**src/common/clock_gate_pkg.sv**
```systemverilog
// shared constants for the peripheral clock gating block
package clock_gate_pkg;

    // ------------------------------------------------------------
    // register byte offsets
    // ------------------------------------------------------------
    localparam logic [11:0] OFF_RUN_CLOCK_CONFIG = 12'h060;
    localparam logic [11:0] OFF_RUN_GATE_SET0 = 12'h100;
    localparam logic [11:0] OFF_RUN_GATE_SET1 = 12'h104;
    localparam logic [11:0] OFF_SLEEP_GATE_SET0 = 12'h110;
    localparam logic [11:0] OFF_SLEEP_GATE_SET1 = 12'h114;
    localparam logic [11:0] OFF_DEEP_SLEEP_GATE_SET0 = 12'h120;
    localparam logic [11:0] OFF_DEEP_SLEEP_GATE_SET1 = 12'h124;
    localparam logic [11:0] OFF_FAULT_STATUS = 12'h180;
    localparam logic [11:0] OFF_FAULT_MASK = 12'h184;

    // ------------------------------------------------------------
    // field positions
    // ------------------------------------------------------------
    localparam int PWM_BIT = 20;
    localparam int HIBERNATE_GATE_BIT = 6;
    localparam int WATCHDOG_GATE_BIT = 3;
    localparam int COMPARATOR0_GATE_BIT = 24;
    localparam int COMPARATOR1_GATE_BIT = 25;
    localparam int COMPARATOR2_GATE_BIT = 26;
    localparam int AUTO_GATING_BIT = 0;

    // writable bits; everything else is reserved and reads zero
    localparam logic [31:0] SET0_MASK = 32'h0010_0048;
    localparam logic [31:0] SET1_MASK = 32'h0700_0000;
    localparam logic [31:0] CFG_MASK = 32'h0000_0001;

    // ------------------------------------------------------------
    // reset values
    // ------------------------------------------------------------
    localparam logic [31:0] RUN_GATE_SET0_RST = 32'h0000_0000;
    localparam logic [31:0] RUN_GATE_SET1_RST = 32'h0000_0000;
    localparam logic [31:0] SLEEP_GATE_SET0_RST = 32'h0000_0040;
    localparam logic [31:0] SLEEP_GATE_SET1_RST = 32'h0000_0000;
    localparam logic [31:0] DEEP_SLEEP_GATE_SET0_RST = 32'h0000_0040;
    localparam logic [31:0] DEEP_SLEEP_GATE_SET1_RST = 32'h0000_0000;
    localparam logic [31:0] RUN_CLOCK_CONFIG_RST = 32'h0000_0000;

    // ------------------------------------------------------------
    // gated units: 0 pwm, 1 hibernate, 2 watchdog, 3..5 comparator 0..2
    // ------------------------------------------------------------
    localparam int NUM_UNITS = 6;

    typedef enum logic [1:0] {
        MODE_RUN,
        MODE_SLEEP,
        MODE_DEEP
    } power_mode_t;

endpackage

```
**src/verilog/peripheral_clock_gating.sv**
```systemverilog
// peripheral clock gating control with ahb-lite register slave
//
// Contract
// bit one: unit gets its clock
// bit zero: clock off; access faults
// gating bits reset to zero unless noted; sleep set0 bit 6 also resets to one (0x00000040)
// separate run, sleep, deep-sleep gate sets
// low-power sets apply only with auto gating
// deep set0 bit 20 gates pwm
// deep set0 bit 6 gates hibernate
// deep set0 bit 3 gates watchdog
// deep set0 resets to 0x00000040
// reserved bits read-only, read zero
// run set1 bits 26:24 gate comparators
// run set1 resets zero, reserved read zero
// software enables units before using them
// gate switching never truncates clock pulses
`timescale 1ns/1ps
`default_nettype none

module peripheral_clock_gating
    import clock_gate_pkg::*;
#(
    parameter int ADDR_BITS = 12
) (
    input wire logic hclk,
    input wire logic hresetn,
    input wire logic hsel,
    input wire logic [31:0] haddr,
    input wire logic [1:0] htrans,
    input wire logic hwrite,
    input wire logic [2:0] hsize,
    input wire logic [31:0] hwdata,
    input wire logic hready,
    output logic hreadyout,
    output logic hresp,
    output logic [31:0] hrdata,
    input wire logic sleep_mode,
    input wire logic deep_sleep_mode,
    input wire logic [NUM_UNITS-1:0] periph_sel,
    output logic [NUM_UNITS-1:0] unit_clk_en,
    output logic bus_fault,
    output logic irq
);

    if (ADDR_BITS < 9 || ADDR_BITS > 32) begin : g_bad_addr
        $error("ADDR_BITS must lie between 9 and 32");
    end

    // ------------------------------------------------------------
    // state
    // ------------------------------------------------------------
    typedef struct packed {
        logic [31:0] run0;
        logic [31:0] run1;
        logic [31:0] slp0;
        logic [31:0] slp1;
        logic [31:0] dsl0;
        logic [31:0] dsl1;
        logic [31:0] cfg;
        logic [NUM_UNITS-1:0] stat;
        logic [NUM_UNITS-1:0] mask;
        logic [NUM_UNITS-1:0] clk_en;
        logic fault;
        logic wr_pend;
        logic [11:0] wr_addr;
        logic [31:0] rdata;
    } gate_state_t;

    gate_state_t s_r;
    gate_state_t s_nxt;

    localparam gate_state_t STATE_RST = '{
        run0: RUN_GATE_SET0_RST,
        run1: RUN_GATE_SET1_RST,
        slp0: SLEEP_GATE_SET0_RST,
        slp1: SLEEP_GATE_SET1_RST,
        dsl0: DEEP_SLEEP_GATE_SET0_RST,
        dsl1: DEEP_SLEEP_GATE_SET1_RST,
        cfg: RUN_CLOCK_CONFIG_RST,
        stat: '0,
        mask: '0,
        clk_en: '0,
        fault: 1'b0,
        wr_pend: 1'b0,
        wr_addr: 12'h000,
        rdata: 32'h0000_0000
    };

    // ------------------------------------------------------------
    // helpers
    // ------------------------------------------------------------
    function automatic logic [NUM_UNITS-1:0] unit_gates(
        input logic [31:0] set0,
        input logic [31:0] set1
    );
        unit_gates = {set1[COMPARATOR2_GATE_BIT], set1[COMPARATOR1_GATE_BIT],
                      set1[COMPARATOR0_GATE_BIT], set0[WATCHDOG_GATE_BIT],
                      set0[HIBERNATE_GATE_BIT], set0[PWM_BIT]};
    endfunction

    // reserved bits are never stored, so they read zero
    function automatic logic [31:0] read_word(
        input gate_state_t st,
        input logic [11:0] a
    );
        if (a == OFF_RUN_GATE_SET0) begin
            read_word = st.run0;
        end else if (a == OFF_RUN_GATE_SET1) begin
            read_word = st.run1;
        end else if (a == OFF_SLEEP_GATE_SET0) begin
            read_word = st.slp0;
        end else if (a == OFF_SLEEP_GATE_SET1) begin
            read_word = st.slp1;
        end else if (a == OFF_DEEP_SLEEP_GATE_SET0) begin
            read_word = st.dsl0;
        end else if (a == OFF_DEEP_SLEEP_GATE_SET1) begin
            read_word = st.dsl1;
        end else if (a == OFF_RUN_CLOCK_CONFIG) begin
            read_word = st.cfg;
        end else if (a == OFF_FAULT_STATUS) begin
            read_word = {{(32-NUM_UNITS){1'b0}}, st.stat};
        end else if (a == OFF_FAULT_MASK) begin
            read_word = {{(32-NUM_UNITS){1'b0}}, st.mask};
        end else begin
            read_word = 32'h0000_0000;
        end
    endfunction

    // ------------------------------------------------------------
    // gate set selection
    // ------------------------------------------------------------
    logic [NUM_UNITS-1:0] g_run;
    logic [NUM_UNITS-1:0] g_slp;
    logic [NUM_UNITS-1:0] g_dsl;
    logic [NUM_UNITS-1:0] fault_ev;
    logic [NUM_UNITS-1:0] stat_clr;
    logic [11:0] addr_lo;
    logic access;
    power_mode_t mode;

    assign g_run = unit_gates(s_r.run0, s_r.run1);
    assign g_slp = unit_gates(s_r.slp0, s_r.slp1);
    assign g_dsl = unit_gates(s_r.dsl0, s_r.dsl1);
    assign addr_lo = {{(12-9){1'b0}}, haddr[8:0]} | (haddr[11:0] & 12'he00);
    assign access = hsel & htrans[1] & hready;

    always_comb begin
        // without auto gating the run set stays in charge
        if (!s_r.cfg[AUTO_GATING_BIT]) begin
            mode = MODE_RUN;
        end else if (deep_sleep_mode) begin
            mode = MODE_DEEP;
        end else if (sleep_mode) begin
            mode = MODE_SLEEP;
        end else begin
            mode = MODE_RUN;
        end
    end

    // ------------------------------------------------------------
    // next state
    // ------------------------------------------------------------
    always_comb begin
        s_nxt = s_r;
        stat_clr = '0;
        if (s_r.wr_pend) begin
            if (s_r.wr_addr == OFF_RUN_GATE_SET0) begin
                s_nxt.run0 = hwdata & SET0_MASK;
            end else if (s_r.wr_addr == OFF_RUN_GATE_SET1) begin
                s_nxt.run1 = hwdata & SET1_MASK;
            end else if (s_r.wr_addr == OFF_SLEEP_GATE_SET0) begin
                s_nxt.slp0 = hwdata & SET0_MASK;
            end else if (s_r.wr_addr == OFF_SLEEP_GATE_SET1) begin
                s_nxt.slp1 = hwdata & SET1_MASK;
            end else if (s_r.wr_addr == OFF_DEEP_SLEEP_GATE_SET0) begin
                s_nxt.dsl0 = hwdata & SET0_MASK;
            end else if (s_r.wr_addr == OFF_DEEP_SLEEP_GATE_SET1) begin
                s_nxt.dsl1 = hwdata & SET1_MASK;
            end else if (s_r.wr_addr == OFF_RUN_CLOCK_CONFIG) begin
                s_nxt.cfg = hwdata & CFG_MASK;
            end else if (s_r.wr_addr == OFF_FAULT_STATUS) begin
                stat_clr = hwdata[NUM_UNITS-1:0];
            end else if (s_r.wr_addr == OFF_FAULT_MASK) begin
                s_nxt.mask = hwdata[NUM_UNITS-1:0];
            end
        end
        // access to an unclocked unit is a fault
        fault_ev = periph_sel & ~s_r.clk_en;
        s_nxt.fault = |fault_ev;
        // a fault in the clearing cycle survives the clear
        s_nxt.stat = (s_r.stat & ~stat_clr) | fault_ev;
        // enables only move at a clock edge, so a gate never cuts a pulse
        case (mode)
            MODE_DEEP: s_nxt.clk_en = g_dsl;
            MODE_SLEEP: s_nxt.clk_en = g_slp;
            default: s_nxt.clk_en = g_run;
        endcase
        s_nxt.wr_pend = access & hwrite;
        s_nxt.wr_addr = addr_lo;
        // read data built from the next state so a write just ahead is seen
        if (access && !hwrite) begin
            s_nxt.rdata = read_word(s_nxt, addr_lo);
        end
    end

    always_ff @(posedge hclk or negedge hresetn) begin
        if (!hresetn) begin
            s_r <= STATE_RST;
        end else begin
            s_r <= s_nxt;
        end
    end

    // ------------------------------------------------------------
    // outputs
    // ------------------------------------------------------------
    assign hreadyout = 1'b1;
    assign hresp = 1'b0;
    assign hrdata = s_r.rdata;
    assign unit_clk_en = s_r.clk_en;
    assign bus_fault = s_r.fault;
    assign irq = |(s_r.stat & s_r.mask);

    // ------------------------------------------------------------
    // checks
    // ------------------------------------------------------------
    logic first_r;

    always_ff @(posedge hclk or negedge hresetn) begin
        if (!hresetn) begin
            first_r <= 1'b1;
        end else begin
            first_r <= 1'b0;
        end
    end
endmodule

`default_nettype wire

```
**config.mk**
```make
export PLATFORM = sky130hd
export DESIGN_NAME = peripheral_clock_gating
export DESIGN_NICKNAME = d
export VERILOG_FILES = /design/src/common/clock_gate_pkg.sv /design/src/verilog/peripheral_clock_gating.sv
export SDC_FILE = /design/constraint.sdc
export NUM_CORES = 1
export LEC_CHECK = 0
export BUFFER_PORTS_ARGS = -buffer_cell sky130_fd_sc_hd__buf_2
export CAP_MARGIN = 20
export CORE_MARGIN = 2
export CORE_UTILIZATION = 50
export DETAILED_ROUTE_END_ITERATION = 7
export GPL_ROUTABILITY_DRIVEN = 0
export PLACE_DENSITY = 0.68
export SLEW_MARGIN = 20
export SYNTH_ARGS = -nofsm -noshare
export SYNTH_HDL_FRONTEND = slang
export SYNTH_SLANG_ARGS = --single-unit
```
**constraint.sdc**
```tcl
create_clock -name hclk -period 4.9 [get_ports hclk]
set_clock_uncertainty 0.15 [all_clocks]
set_input_delay 0.49 -clock hclk [delete_from_list [all_inputs] [get_ports hclk]]
set_output_delay 0.49 -clock hclk [all_outputs]
set_load 0.1 [all_outputs]
```
==> qor.yml, run 1 <==
synthSimpleGateAreaFrac: 0.1864
status: "finished clean"
cts_buffers: 30
synth_compound_area_frac: 0.1346
synth.distinct_cells: 72
timing.fmax_mhz: 272.7
start_util: 0.5093
post-cts-setup-buffers: 0
fp.dieH_um: 158.6
fillers: 1903
synth_top_family_by_area: "simple AND/OR/NAND/NOR gates"
crit_arrival_ns: 3.97
final_util: 0.5806
cts_resized: 0
drv_slew: 0
area_delta_synth_final_pct: 14.00
num-nets-final: 1139
final_common_cell: "dfrtp_1"
min_period_ns: 3.666
port_buffers: 76
p_per_area_nw_per_um2: 381.2
wl_per_cell_um: 20.41
synth_area_um2: 11950
die_w_um: 158.6
synth_fa_ha_area_frac: 0.002093
drt-initial-drc-count: 718
drv_cap: 0
antenna_found_initial: 0
core-area_um2: 23470
grt-busiest-layer: "met2"
num_rows: 56
synth_edf_count: 0
internal_power_mw: 4.037
finalCritPeriodShare: 0.7482
totalNegativeSetupSlack_ns: 0
clockBufferDepth: 3
grt_util_met1: 0.3492
synth-xor-area-share: 0
startpoint_type: "input port"
io_pins: 124
grt_max_degree: 106
p_comb_frac: 0.052
cts_tree: "built"
end_kind: "register"
vias_per_cell: 5.768
die_area_um2: 25160
drc: 0
placed_area_um2: 12410
dp_hpwl_um: 17340
seq_power_share: 0.467
rsz0062_at_grt: "false"
syn_area_per_cell_um2: 11.88
p_clk_frac: 0.480
grt_overflow_total: 0
hold_class: "input port to register"
yosysWarnings: 0
drive_gt1_frac: 0.1827
synthCells: 1006
grt_use_met2: 0.3610
wirelength_um: 28510
clk_pin_slew_ns: 0.06
cts_num_sinks: 288
final_area_um2: 13630
h-tree-depth: 1
grt_pass1_vias: 8032
cp.required_ns: 5.20
drtAntennaViolNets: 0
most-common-layout-cells: "286 x dfrtp_1, 211 x and2_1, 75 x buf_2, 54 x a22oi_1, 35 x nand2_1"
grt_use_total: 0.2336
leakagePower_nw: 6.562
finalHoldViolCount: 0
dr.pass1.iters: 6
synthArstFlopShare: 1.000
use_met3: 0.03266
slew_headroom: 0.3463
tightestPinTransition_ns: 0.9806
syn_nets: 1090
crit_type: "input port to register"
num_vias: 8058
p_switching_mw: 1.158
ys_seq_elements: 288
grt_pass1_wl_um: 45420
setup_viol: 0
clock_latency_ns: 0.55
peakVddDrop_mv: 0.2171
ys.flop_type: "dfrtp_1"
n_antenna_cell: 0
swShare: 0.2229
ys_seq_area_frac: 0.6031
muxShareOfSynthArea: 0.02271
cts_root_buf: "clkbuf_16"
worst-path-max-fanout: 18
## synthesized netlist by cell type (4+ instances only)
cell	instances	area [um^2]
a211oi_1	9	67.56
a21o_1	17	127.6
a21oi_1	30	150.1
a221oi_1	4	35.03
a222oi_1	15	150.1
a22oi_1	54	405.4
a311oi_1	4	35.03
a31oi_1	18	112.6
and2_1	211	1320
and3_1	4	25.02
and4_1	4	35.03
buf_2	8	40.04
buf_4	44	330.3
clkbuf_1	39	146.4
dfrtp_1	286	7157
inv_1	13	48.80
mux2_2	16	180.2
mux2i_1	8	80.08
nand2_1	35	131.4
nand2b_1	9	56.30
nand3_1	14	70.07
nand4_1	17	106.4
nor2_1	17	63.81
nor3_1	4	20.02
nor3b_1	4	30.03
nor4_1	5	31.28
o211ai_1	7	52.55
o21ai_0	28	140.1
o21ai_1	8	40.04
or3b_2	5	43.79
## cells by family after synthesis
group,count (synthesis)
compound gates,226
fa+ha+maj,2
buf+inv,108
flops,288
mux,25
other cells,2
simple gates,355
## sequential cells by signal (all words and copies together) (netlist names)
signal and cells:
hrdata 32, g_slp 6, g_run 6, g_dsl 6, unit_clk_en 6, s_r 231, bus_fault 1
## worst max-delay path: stages
cell and delay (ns):
dlygate4sd3_1 0.54, buf_2 0.14, or3_1 0.62, nor4_4 0.34
buf_4 0.33, and2_1 0.74, a22oi_1 0.31, o211a_1 0.22
a311oi_1 0.22
## layout make-up
type | count | area [um^2] | share of cell area
Sequential cell | 288 | 7209 | 0.5290
Inverter | 13 | 48.80 | 0.003581
Multi-Input combinational cell | 610 | 4165 | 0.3056
Timing Repair Buffer | 112 | 703.2 | 0.05160
Clock inverter | 14 | 260.3 | 0.01910
Clock buffer | 41 | 842.1 | 0.06179
Tap cell | 319 | 399.1 | 0.02929
## worst paths after layout
check | slack, ns | start | cells after the start | to
hold reg to reg | 0.32 | s_r[230] | 1 | s_r[230]
setup / recovery | 1.23 | haddr[1] | 9 | hrdata[2]
max in group asynchronous | 3.10 | hresetn | 3 | s_r[205]
setup reg to reg | 1.49 | s_r[41] | 7 | hrdata[11]
min in group asynchronous | 0.40 | hresetn | 2 | unit_clk_en[1]
hold / removal | 0.02 | haddr[2] | 1 | s_r[34]
## routing by layer
layer,vias to the layer above,share of wire
met5,-,0
met4,0,0.018
met3,38,0.057
met2,243,0.46
met1,4131,0.46
li1,3646,-
## per-stage QoR
stage	std cells	total power, mW	setup WS, ns	hold slack, ns
2_1_floorplan	1006	2.648	2.401	0.04441
3_5_place_dp	1330	2.738	1.290	0.3097
3_3_place_gp	1330	2.734	1.334	0.3051
6_report	1397	5.195	1.234	0.01638
4_1_cts	1397	5.232	1.299	0.004095
5_1_grt	1397	5.360	1.105	0.007533
## what timing repair did
item | 4_1_cts | 5_1_grt
hold endpoints to repair | 110 | 0
setup endpoints to repair | 0 | 0
hold buffers | 12 | 0
## power by group through the flow
stage / logic [mW] / clock network [mW] / registers, mW
detailed placement: 0.268 / 0 / 2.47
CTS: 0.276 / 2.53 / 2.43
global placement: 0.265 / 0 / 2.47
finish: 0.272 / 2.50 / 2.43
global route: 0.296 / 2.64 / 2.43
floorplan: 0.180 / 0 / 2.47
No activity file was read; power rests on OpenSTA's default activity.
==> run 2: changes to the inputs <==
--- a/config.mk
+++ b/config.mk
@@ -5,6 +5,7 @@
 export SDC_FILE = /design/constraint.sdc
 export NUM_CORES = 1
 export LEC_CHECK = 0
+export ABC_AREA = 1
 export BUFFER_PORTS_ARGS = -buffer_cell sky130_fd_sc_hd__buf_2
 export CAP_MARGIN = 20
 export CORE_MARGIN = 2
==> constraint.sdc (replaced) <==
create_clock -name hclk -period 3.7 [get_ports hclk]
set_clock_uncertainty 0.15 [all_clocks]
set_input_delay 0.37 -clock hclk [delete_from_list [all_inputs] [get_ports hclk]]
set_output_delay 0.37 -clock hclk [all_outputs]
set_load 0.1 [all_outputs]
==> qor.yml, run 2 <==
status: "finished clean"
drv_cap: 0
fillers: 2312
cts_resized: 0
port_buffers: 76
cp.required_ns: 3.99
antenna_found_initial: 0
grt_use_total: 0.2273
synthCells: 1550
instances_no_fill: 1956
crit_arrival_ns: 3.16
vias_per_cell: 4.962
syn_area_per_cell_um2: 8.350
synth_area_leaders: "dfrtp_1 55%, nand2_1 13%, inv_1 7.5%, nor2_1 4.0%, buf_4 2.6%"
clockBufferDepth: 3
drive_gt1_frac: 0.1236
setup_viol: 0
syn_nets: 1634
totalNegativeSetupSlack_ns: 0
most-common-layout-cells: "436 x nand2_1, 286 x dfrtp_1, 260 x inv_1, 138 x nor2_1, 75 x buf_2"
h-tree-depth: 1
core-area_um2: 25330
io_pins: 124
p_per_area_nw_per_um2: 464.4
dr.pass1.iters: 5
fin_ws_ns: 0.8268
grt_pass1_vias: 9676
startpoint_type: "register"
finalCritPeriodShare: 0.7765
drc: 0
timing.fmax_mhz: 348.0
end_kind: "register"
largest-register: "s_r"
synth_most_common_cell: "nand2_1"
worst-path-max-fanout: 21
cts_buffers: 31
wl_per_cell_um: 15.08
die_area_um2: 27190
dp_slack_ns: 0.8057
drtAntennaViolNets: 0
final_common_cell: "nand2_1"
slew_headroom: 0.4068
ff_latch_area_um2: 7209
synthArstFlopShare: 1.000
n_antenna_cell: 0
wirelength_um: 29490
num_rows: 58
peakVddDrop_mv: 0.3712
cts_root_buf: "clkbuf_16"
dp_cells: 1875
yosys.area.top_type_share: 0.5530
synth_top_cell_by_area: "dfrtp_1"
ys_seq_elements: 288
rsz0062_at_grt: "false"
synth.distinct_cells: 42
slowest_delay_ns: 0.51
finalHoldViolCount: 0
crit_path_top_delay_cell: "nor2_4"
ys_seq_area_frac: 0.5570
synth_compound_area_frac: 0.06796
area_delta_synth_final_pct: 12.64
num_vias: 9706
synth_fa_ha_area_frac: 0.001933
cts_num_sinks: 288
synthSimpleGateAreaFrac: 0.2447
tightestPinTransition_ns: 0.8898
muxShareOfSynthArea: 0
dp_hpwl_um: 19430
cp_top_family: "simple AND/OR/NAND/NOR gates"
grt_max_degree: 164
cts_tree: "built"
grt_pass1_wl_um: 48780
min_period_ns: 2.873
synth_edf_count: 0
die_w_um: 164.9
cp_num_buf_inv: 3
grt_overflow_total: 0
path_cells: "nor2_2 -> inv_2 -> nor2_4 -> nand2_2 -> nor2_2 -> inv_2 -> nor2_4 -> inv_2 -> nand2_1 -> o21ai_0 -> o21bai_1 -> nand2_1 -> nand2_1"
start_util: 0.5110
synth_top_family_by_area: "simple AND/OR/NAND/NOR gates"
synth_area_um2: 12940
fp.dieH_um: 164.9
yosysWarnings: 0
multi_input_area_um2: 4079
leakagePower_nw: 8.321
ys.flop_type: "dfrtp_1"
drt-initial-drc-count: 773
synthTopCellsByCount: "436 x nand2_1, 286 x dfrtp_1, 260 x inv_1, 138 x nor2_1, 57 x nand3_1"
clock_latency_ns: 0.55
largest_register_ffs: 231
num-nets-final: 1686
drv_slew: 0
clk_pin_slew_ns: 0.06
synth-xor-area-share: 0
crit_type: "register to register"
hold_class: "input port to register"
-- run 2: changes by cell type in the layout (fill, tap and decap cells not counted), moves of 20 or more --
cell,previous run,this run
inv_1,13,260
nand2_1,35,436
a22oi_1,54,1
o21ai_1,8,28
and2_1,211,0
nand3_1,14,57
a21oi_1,30,50
nor2_1,17,138
-- run 2: path summary, 6_finish.rpt --
kind | startpoint | to | slack [ns] | cells after the start
max in group asynchronous | hresetn | s_r[219] | 2.18 | 3
hold reg to reg | s_r[231] | s_r[231] | 0.31 | 2
hold / removal | hwdata[20] | g_slp[0] | 0.03 | 3
min in group asynchronous | hresetn | s_r[56] | 0.11 | 2
setup / recovery | s_r[43] | hrdata[20] | 0.83 | 13
setup reg to reg | s_r[43] | hrdata[20] | 0.83 | 13
-- run 2: cell type report --
cell class                      instances  area share
Clock buffer                           41     0.06060
Clock inverter                         16     0.01167
Timing Repair Buffer                  114     0.05218
Inverter                              282     0.07287
Tap cell                              330     0.02832
Multi-Input combinational cell        885      0.2798
Sequential cell                       288      0.4946
-- run 2: where the power goes --
group	switching (mW)	internal, mW	leakage, nW
Sequential	0.0358	3.20	3.88
Clock	1.24	1.88	0.519
Combinational	0.301	0.107	3.93
Total	1.58	5.19	8.32
-- run 2: cells by family after synthesis --
kind of cell | Yosys count
flops | 288
other cells | 2
buf+inv | 377
fa+ha+maj | 2
simple gates | 724
compound gates | 157
-- run 2: worst reg2reg max path, cell delays in order, from the launching register on --
cell      delay (ns)
dfrtp_1         0.37
nor2_2          0.18
inv_2           0.06
nor2_4          0.31
nand2_2         0.15
nor2_2          0.17
inv_2           0.06
nor2_4          0.51
inv_2           0.30
nand2_1         0.16
o21ai_0         0.07
o21bai_1        0.18
nand2_1         0.06
nand2_1         0.04
-- run 2: per-stage QoR --
step	utilization	hold WS (ns)	instance area [um^2]	power, mW
after floorplan	-	-0.07559	12940	3.542
after global placement	0.5245	0.07421	13280	3.674
after detailed placement	0.5245	0.07505	13280	3.681
after CTS	0.5756	0.007046	14580	6.830
after global routing	0.5756	0.02405	14580	7.010
final	0.5756	0.02821	14580	6.770
-- run 2: metal layers --
metal | global-route usage | share of wire | up-vias
li1 | - | - | 4786
met1 | 0.2958 | 0.44 | 4675
met2 | 0.3948 | 0.49 | 181
met3 | 0.02436 | 0.032 | 64
met4 | 0.08300 | 0.037 | 0
met5 | 0 | 0 | -
-- run 2: repair_timing --
| item | 4_1_cts | 5_1_grt |
|---|---|---|
| hold buffers | 24 | 0 |
| setup endpoints to repair | 0 | 0 |
| setup buffers | 0 | 0 |
| endpoints found under the hold margin | 146 | 0 |
